**src/rtl/emst_pkg.sv**
```systemverilog
// Purpose: Constants and types for the external bus strobe timing unit
// Assumes: Single 100 MHz core clock, synchronous active-high reset
// Notes:   Notes on behaviour follow
//
// Notes on behaviour
// - Width code 1110 gives a 15-cycle strobe, 1111 gives 16 cycles.
// - Two-bit hold code keeps address valid 0 to 3 cycles after strobe.
// - Config 101, 110, 111 use non-multiplexed pins for 8-bit and 16-bit moves.
// - Config 110 makes 8-bit moves drive upper address byte as bank.
// - Config 001, 010, 011 share low address byte with data pins.
// - Config 001 or 011 makes 8-bit moves drive no bank select.
// - Multiplexed latch strobe high 1 to 4 cycles, then low 1 to 4.
// - Address and control lead the strobe by 0 to 3 setup cycles.
// - Write data valid 1 to 19 cycles before write strobe ends.
// - Write data stays driven 0 to 3 cycles after write strobe ends.
// - Four-bit width field sets strobe width as code plus one.
// - Two-bit setup field sets setup cycles; code 10 gives two.
package emst_pkg;

    // ------------------------------------------------------------
    // Configuration layout
    // ------------------------------------------------------------
    localparam int HOLD_LSB  = 0;
    localparam int WIDTH_LSB = 2;
    localparam int SETUP_LSB = 6;

    localparam logic [2:0] MODE_MUX_A   = 3'h1;
    localparam logic [2:0] MODE_MUX_B   = 3'h2;
    localparam logic [2:0] MODE_MUX_C   = 3'h3;
    localparam logic [2:0] MODE_NMX_A   = 3'h5;
    localparam logic [2:0] MODE_NMX_B   = 3'h6;
    localparam logic [2:0] MODE_NMX_C   = 3'h7;
    localparam logic [2:0] CFG_RESET    = 3'h0;

    // Latch strobe high and low times, cycles (1..4)
    localparam logic [1:0] ALE_HIGH_M1  = 2'h0;
    localparam logic [1:0] ALE_LOW_M1   = 2'h0;
    localparam logic [4:0] CNT_ZERO     = 5'h00;

    typedef enum logic [2:0] {
        ST_IDLE,
        ST_ALE_HIGH,
        ST_ALE_LOW,
        ST_SETUP,
        ST_STROBE,
        ST_HOLD
    } emst_state_type;

    typedef struct packed {
        logic        write;
        logic        wide;
        logic [15:0] addr;
        logic [7:0]  wdata;
    } emst_req_type;

    typedef struct packed {
        logic [15:0] addr;
        logic [7:0]  data;
        logic        data_drive_n;
        logic        wr_n;
        logic        rd_n;
        logic        ale;
        logic        bank_drive_n;
    } emst_pin_type;

    typedef struct packed {
        logic [1:0] setup;
        logic [3:0] width;
        logic [1:0] hold;
    } emst_timing_type;

endpackage : emst_pkg

```
**src/rtl/emst_strobe_timing.sv**
```systemverilog
// Purpose: Sequences one external move with programmed strobe timing
// Assumes: One request at a time; request accepted only when ready
// Notes:   Data pins released during read strobes and when idle
`timescale 1ns/1ps
module emst_strobe_timing
    import emst_pkg::*;
(
    input  wire logic            sys_clk_in,
    input  wire logic            rst_in,
    input  wire logic [2:0]      config_in,
    input  wire emst_timing_type timing_in,
    input  wire logic            req_valid_in,
    input  wire emst_req_type    req_in,
    output logic                 req_ready_out,
    output logic                 done_out,
    output logic [7:0]           rdata_out,
    input  wire logic [7:0]      data_pin_in,
    output emst_pin_type         pins_out
);

    // ------------------------------------------------------------
    // State and registers
    // ------------------------------------------------------------
    emst_state_type   state_reg;
    emst_req_type     req_reg;
    emst_timing_type  tim_reg;
    logic             mux_reg;
    logic             bank_reg;
    logic [4:0]       cnt_reg;
    logic [7:0]       din_meta_reg;
    logic [7:0]       din_sync_reg;
    logic [7:0]       rdata_reg;
    logic             done_reg;
    emst_pin_type     pins_reg;
    logic             mux_dec;
    logic             en_dec;
    logic             bank_dec;
    logic             last;

    emst_mode_decode u_decode (
        .config_in   (config_in),
        .wide_in     (req_in.wide),
        .mux_out     (mux_dec),
        .enabled_out (en_dec),
        .bank_out    (bank_dec)
    );

    function automatic logic [4:0] width_cycles(input logic [3:0] code);
        width_cycles = {1'b0, code} + 5'h01;
    endfunction : width_cycles

    assign req_ready_out = (state_reg == ST_IDLE) && en_dec;
    assign last          = (cnt_reg == CNT_ZERO);
    assign done_out      = done_reg;
    assign rdata_out     = rdata_reg;

    // ------------------------------------------------------------
    // Read data pin synchroniser
    // ------------------------------------------------------------
    always_ff @(posedge sys_clk_in)
    begin
        if (rst_in)
        begin
            din_meta_reg <= 8'h00;
            din_sync_reg <= 8'h00;
        end
        else
        begin
            din_meta_reg <= data_pin_in;
            din_sync_reg <= din_meta_reg;
        end
    end

    // ------------------------------------------------------------
    // Sequencer
    // ------------------------------------------------------------
    always_ff @(posedge sys_clk_in)
    begin
        if (rst_in)
        begin
            state_reg <= ST_IDLE;
            cnt_reg   <= CNT_ZERO;
            req_reg   <= '0;
            tim_reg   <= '0;
            mux_reg   <= 1'b0;
            bank_reg  <= 1'b0;
        end
        else
        begin
            case (state_reg)
                ST_IDLE:
                begin
                    if (req_valid_in && en_dec)
                    begin
                        req_reg  <= req_in;
                        tim_reg  <= timing_in;
                        mux_reg  <= mux_dec;
                        bank_reg <= bank_dec;
                        if (mux_dec)
                        begin
                            state_reg <= ST_ALE_HIGH;
                            cnt_reg   <= {3'h0, ALE_HIGH_M1};
                        end
                        else if (timing_in.setup != 2'h0)
                        begin
                            state_reg <= ST_SETUP;
                            cnt_reg   <= {3'h0, timing_in.setup} - 5'h01;
                        end
                        else
                        begin
                            state_reg <= ST_STROBE;
                            cnt_reg   <= width_cycles(timing_in.width)
                                         - 5'h01;
                        end
                    end
                end
                ST_ALE_HIGH:
                begin
                    if (last)
                    begin
                        state_reg <= ST_ALE_LOW;
                        cnt_reg   <= {3'h0, ALE_LOW_M1};
                    end
                    else
                        cnt_reg <= cnt_reg - 5'h01;
                end
                ST_ALE_LOW:
                begin
                    if (!last)
                        cnt_reg <= cnt_reg - 5'h01;
                    else if (tim_reg.setup != 2'h0)
                    begin
                        state_reg <= ST_SETUP;
                        cnt_reg   <= {3'h0, tim_reg.setup} - 5'h01;
                    end
                    else
                    begin
                        state_reg <= ST_STROBE;
                        cnt_reg   <= width_cycles(tim_reg.width) - 5'h01;
                    end
                end
                ST_SETUP:
                begin
                    if (last)
                    begin
                        state_reg <= ST_STROBE;
                        cnt_reg   <= width_cycles(tim_reg.width) - 5'h01;
                    end
                    else
                        cnt_reg <= cnt_reg - 5'h01;
                end
                ST_STROBE:
                begin
                    if (!last)
                        cnt_reg <= cnt_reg - 5'h01;
                    else if (tim_reg.hold != 2'h0)
                    begin
                        state_reg <= ST_HOLD;
                        cnt_reg   <= {3'h0, tim_reg.hold} - 5'h01;
                    end
                    else
                        state_reg <= ST_IDLE;
                end
                ST_HOLD:
                begin
                    if (last)
                        state_reg <= ST_IDLE;
                    else
                        cnt_reg <= cnt_reg - 5'h01;
                end
                default:
                    state_reg <= ST_IDLE;
            endcase
        end
    end

    // ------------------------------------------------------------
    // Read capture and completion
    // ------------------------------------------------------------
    always_ff @(posedge sys_clk_in)
    begin
        if (rst_in)
        begin
            rdata_reg <= 8'h00;
            done_reg  <= 1'b0;
        end
        else
        begin
            done_reg <= 1'b0;
            if (state_reg == ST_STROBE && last)
            begin
                if (!req_reg.write)
                    rdata_reg <= din_sync_reg;
                if (tim_reg.hold == 2'h0)
                    done_reg <= 1'b1;
            end
            if (state_reg == ST_HOLD && last)
                done_reg <= 1'b1;
        end
    end

    // ------------------------------------------------------------
    // Pin drive
    // ------------------------------------------------------------
    always_comb
    begin
        pins_out = pins_reg;
    end

    always_ff @(posedge sys_clk_in)
    begin
        if (rst_in)
        begin
            pins_reg <= '{addr: 16'h0000, data: 8'h00,
                          data_drive_n: 1'b1, wr_n: 1'b1, rd_n: 1'b1,
                          ale: 1'b0, bank_drive_n: 1'b1};
        end
        else
        begin
            pins_reg.ale <= 1'b0;
            pins_reg.wr_n <= 1'b1;
            pins_reg.rd_n <= 1'b1;
            case (state_reg)
                ST_IDLE:
                begin
                    pins_reg.data_drive_n <= 1'b1;
                    pins_reg.bank_drive_n <= 1'b1;
                    if (req_valid_in && en_dec)
                    begin
                        pins_reg.addr         <= req_in.addr;
                        pins_reg.bank_drive_n <= ~bank_dec;
                        if (mux_dec)
                        begin
                            pins_reg.ale          <= 1'b1;
                            pins_reg.data         <= req_in.addr[7:0];
                            pins_reg.data_drive_n <= 1'b0;
                        end
                        else if (req_in.write)
                        begin
                            pins_reg.data         <= req_in.wdata;
                            pins_reg.data_drive_n <= 1'b0;
                        end
                        if (!mux_dec && timing_in.setup == 2'h0)
                        begin
                            pins_reg.wr_n <= ~req_in.write;
                            pins_reg.rd_n <= req_in.write;
                        end
                    end
                end
                ST_ALE_HIGH:
                    pins_reg.ale <= ~last;
                ST_ALE_LOW:
                begin
                    if (last)
                    begin
                        pins_reg.data         <= req_reg.wdata;
                        pins_reg.data_drive_n <= ~req_reg.write;
                        if (tim_reg.setup == 2'h0)
                        begin
                            pins_reg.wr_n <= ~req_reg.write;
                            pins_reg.rd_n <= req_reg.write;
                        end
                    end
                end
                ST_SETUP:
                begin
                    if (last)
                    begin
                        pins_reg.wr_n <= ~req_reg.write;
                        pins_reg.rd_n <= req_reg.write;
                    end
                end
                ST_STROBE:
                begin
                    if (!last)
                    begin
                        pins_reg.wr_n <= ~req_reg.write;
                        pins_reg.rd_n <= req_reg.write;
                    end
                    else if (tim_reg.hold == 2'h0)
                    begin
                        pins_reg.data_drive_n <= 1'b1;
                        pins_reg.bank_drive_n <= 1'b1;
                    end
                end
                ST_HOLD:
                begin
                    if (last)
                    begin
                        pins_reg.data_drive_n <= 1'b1;
                        pins_reg.bank_drive_n <= 1'b1;
                    end
                end
                default:
                begin
                    pins_reg.data_drive_n <= 1'b1;
                    pins_reg.bank_drive_n <= 1'b1;
                end
            endcase
        end
    end

endmodule : emst_strobe_timing

```
**src/rtl/emst_mode_decode.sv**
```systemverilog
// Purpose: Decode interface configuration into bus manner flags
// Assumes: Configuration field is stable while a move runs
// Notes:   Pure combinational
`timescale 1ns/1ps
module emst_mode_decode
    import emst_pkg::*;
(
    input  wire logic [2:0] config_in,
    input  wire logic       wide_in,
    output logic            mux_out,
    output logic            enabled_out,
    output logic            bank_out
);

    always_comb
    begin
        mux_out     = 1'b0;
        enabled_out = 1'b0;
        bank_out    = 1'b0;
        case (config_in)
            MODE_MUX_A, MODE_MUX_C:
            begin
                mux_out     = 1'b1;
                enabled_out = 1'b1;
                bank_out    = wide_in;
            end
            MODE_MUX_B:
            begin
                mux_out     = 1'b1;
                enabled_out = 1'b1;
                bank_out    = 1'b1;
            end
            MODE_NMX_A, MODE_NMX_C:
            begin
                enabled_out = 1'b1;
                bank_out    = wide_in;
            end
            MODE_NMX_B:
            begin
                enabled_out = 1'b1;
                bank_out    = 1'b1;
            end
            default:
            begin
                mux_out     = 1'b0;
                enabled_out = 1'b0;
                bank_out    = 1'b0;
            end
        endcase
    end

endmodule : emst_mode_decode

```
**config.mk**
```make
export PLATFORM = sky130hd
export DESIGN_NAME = emst_strobe_timing
export DESIGN_NICKNAME = d
export VERILOG_FILES = /design/src/rtl/emst_pkg.sv /design/src/rtl/emst_strobe_timing.sv /design/src/rtl/emst_mode_decode.sv
export SDC_FILE = /design/constraint.sdc
export NUM_CORES = 1
export LEC_CHECK = 0
export BUFFER_PORTS_ARGS = -buffer_cell sky130_fd_sc_hd__buf_2
export CORE_MARGIN = 4
export CORE_UTILIZATION = 45
export DETAILED_ROUTE_END_ITERATION = 10
export PLACE_DENSITY_LB_ADDON = 0.15
export SYNTH_ARGS = -nofsm -noshare
export SYNTH_HDL_FRONTEND = slang
export SYNTH_SLANG_ARGS = --single-unit
```
**constraint.sdc**
```tcl
create_clock -name sys_clk_in -period 2.5 [get_ports sys_clk_in]
set_input_delay 0 -clock sys_clk_in [delete_from_list [all_inputs] [get_ports sys_clk_in]]
set_output_delay 0 -clock sys_clk_in [all_outputs]
set_load 0.01 [all_outputs]
```
==> impl_metrics.yaml <==
status:
  status: "finished, final reports clean"
clock_tree:
  path_clk_slew_ns: 0.09
  cts.htree.levels: 3
  max-clock-path-buffers: 2
  clockRootBuffer: "clkbuf_8"
  cts_made_buffers: 9
  cts_hold_buf: 41
  post_cts_buffers: 0
  cts.sinks: 79
  ctsResizeCount: 0
  cts_tree: "built"
  insertion_delay_ns: 0.35
timing:
  fin_tns_setup_ns: 0
  finClkSkew_ns: 0.00988
  finalSetupViolCount: 0
  post-route-period-util_pct: 85.7
  hold_viol_final: 0
  rsz0062_at_grt: "false"
  tightest_slew_ns: 0.797
  relSlewSlack_pct: 46.9
  min_period_ns: 2.14
  fmax_ghz: 0.467
  drv_slew: 0
routing:
  drc: 0
  drtIter0Drc: 204
  num_vias: 3559
  drt-pass1-iter-count: 5
  vias_per_cell: 5.24
  wl_per_cell_um: 14.9
  wl_um: 10100
  postRouteAntennaNets: 0
synthesis:
  synth_ff_type: "dfxtp_1"
  synth_edf_count: 0
  syn_inst: 453
  netlist_area_um2: 3520
  ys_warn_count: 0
  synthesis.nets: 507
  avgSynthCellArea_um2: 7.76
  ys_types: 49
  ys_ff_latch: 79
  ys_async_sr_fraction_pct: 0
  seq_area_frac_synth_pct: 45.0
grt:
  grt_max_degree: 45
  grt_overflow: 0
  grt_pass1_wl_um: 16300
  grt.total_usage_pct: 22.6
  grt_pass1_vias: 3460
  antenna_found_initial: 0
critical_path:
  worstPathMaxFanout: 22
  startpoint: "state_reg[0]$_SDFFE_PP0P_"
  rr_startpoint: "state_reg[0]$_SDFFE_PP0P_"
  cp.arrival_ns: 2.39
  worstSetupPathType: "flip-flop to flip-flop"
  cp-start-kind: "flip-flop"
  end_kind: "flip-flop"
  crit_required_ns: 2.75
pwr:
  ir_drop_mv: 0.403
  p_per_area_nw_per_um2: 981
  leakage_nw: 1.94
  total_power_w: 0.00458
finish:
  nets: 629
  largest_reg_flops: 29
  area_growth_pct: 32.7
  diodes: 0
  drive_above_1_share_pct: 21.6
  n_fill_cell: 689
  seq_area_um2: 1580
  multi_input_area_um2: 1780
placement:
  place_congestion: 0.921
  dp_hpwl_um: 6740
  io_buffers: 86
hold_path:
  hp-class: "input pin to flip-flop"
  worstHoldStart: "config_in[2]"
die:
  rows: 31
  core_um2: 7410
  die_area_um2: 9290
  start_util_pct: 47.5
  die_x_um: 96.4
  io_pins: 87
  die_h_um: 96.4
job:
  drv_cap: 0
[routing by layer]
layer / global-route usage, % / share of wire (%) / up-vias
met5: 0 / 0 / -
met4: 9.81 / 2.6 / 0
met3: 4.73 / 6.6 / 19
met2: 38.1 / 49 / 124
met1: 27.9 / 42 / 1617
li1: - / - / 1799
[layout make-up]
class	instances	share of cell area, %
clock buffers	9	2.65
clock inverters	7	1.66
inverters	9	0.724
multi-input cells	337	38.2
flip-flops and latches	79	33.9
well taps	99	2.65
repair buffers	139	20.2
[cell usage in the layout (no fill, tap or decap), types with 3 or more instances in the layout]
cell type and count:
a211oi_1 8, a21oi_1 69, a311oi_1 4, a31oi_1 3
buf_2 86, buf_4 11, clkbuf_8 9, dfxtp_1 79
dlygate4sd3_1 41, ha_1 6, inv_1 9, inv_6 3
nand2_1 111, nand2b_1 3, nand3_1 15, nor2_1 32
nor2b_1 19, nor3_1 8, nor3b_1 3, o211ai_1 3
o21ai_0 11, o21bai_1 3, o22ai_1 3, or3_1 4
[cells in the mapped netlist, types with 2 or more instances]
cell      count  share of area (%)
a211oi_1      8                1.7
a21o_1        2               0.43
a21oi_1      69                9.8
a311oi_1      4                1.0
a31oi_1       3               0.53
buf_2         9                1.3
clkbuf_1     17                1.8
dfxtp_1      79                 45
ha_1          6                2.1
inv_1         9               0.96
mux2i_1       2               0.57
nand2_1     111                 12
nand2b_1      3               0.53
nand3_1      15                2.1
nand4b_1      2               0.50
nor2_1       33                3.5
nor2b_1      19                3.4
nor3_1        8                1.1
nor3_2        2               0.57
nor3b_1       3               0.64
o211ai_1      3               0.64
o21ai_0      11                1.6
o21bai_1      3               0.64
o22ai_1       3               0.53
or3_1         4               0.71
xnor2_1       2               0.50
[worst paths after layout]
| kind | endpoint | slack (ns) | cells past startpoint |
|---|---|---|---|
| hold reg to reg | din_sync_reg[5]$_SDFF_PP0_ | 0.44 | 1 |
| setup / recovery | cnt_reg[2]$_SDFFE_PP0P_ | 0.36 | 5 |
| setup reg to reg | cnt_reg[2]$_SDFFE_PP0P_ | 0.36 | 5 |
| hold / removal | pins_out[1]$_SDFF_PP0_ | 0.06 | 4 |
[kinds of logic (layout without fill, tap and decap cells)]
kind of cell	after synthesis	after routing	synth area share, %
mux	3	3	0.890
buf+inv	37	164	4.38
simple gates	207	207	27.0
xor+xnor	2	2	0.498
flops	79	79	45.0
compound gates	119	119	20.1
fa+ha+maj	6	6	2.14
[critical path: stages, from the launching register on]
cell and delay (ns):
dfxtp_1 0.84, nor2_1 0.27, nor3_1 0.23, o32ai_1 0.11, a211o_1 0.30, a311oi_1 0.28
[metrics by stage]
| step | cells | instance area, um^2 | hold slack [ns] | setup WS [ns] | util (%) |
|---|---|---|---|---|---|
| 5_1_grt | 679 | 4670 | 0.0718 | 0.248 | 63.0 |
| 3_5_place_dp | 622 | 4060 | 0.214 | 0.377 | 54.7 |
| 6_report | 679 | 4670 | 0.0578 | 0.358 | 63.0 |
| 4_1_cts | 679 | 4670 | 0.0351 | 0.364 | 63.0 |
| 3_3_place_gp | 622 | 4060 | 0.208 | 0.425 | 54.7 |
| 2_1_floorplan | 453 | 3520 | 0.128 | 0.575 | - |
[power by group]
part / internal, W / leakage, nW / switching, W
clock: 0.000476 / 0.106 / 0.000509
combinational: 0.000764 / 1.19 / 0.00118
sequential: 0.00147 / 0.647 / 0.000177
Power figures use the tool's default switching activity.
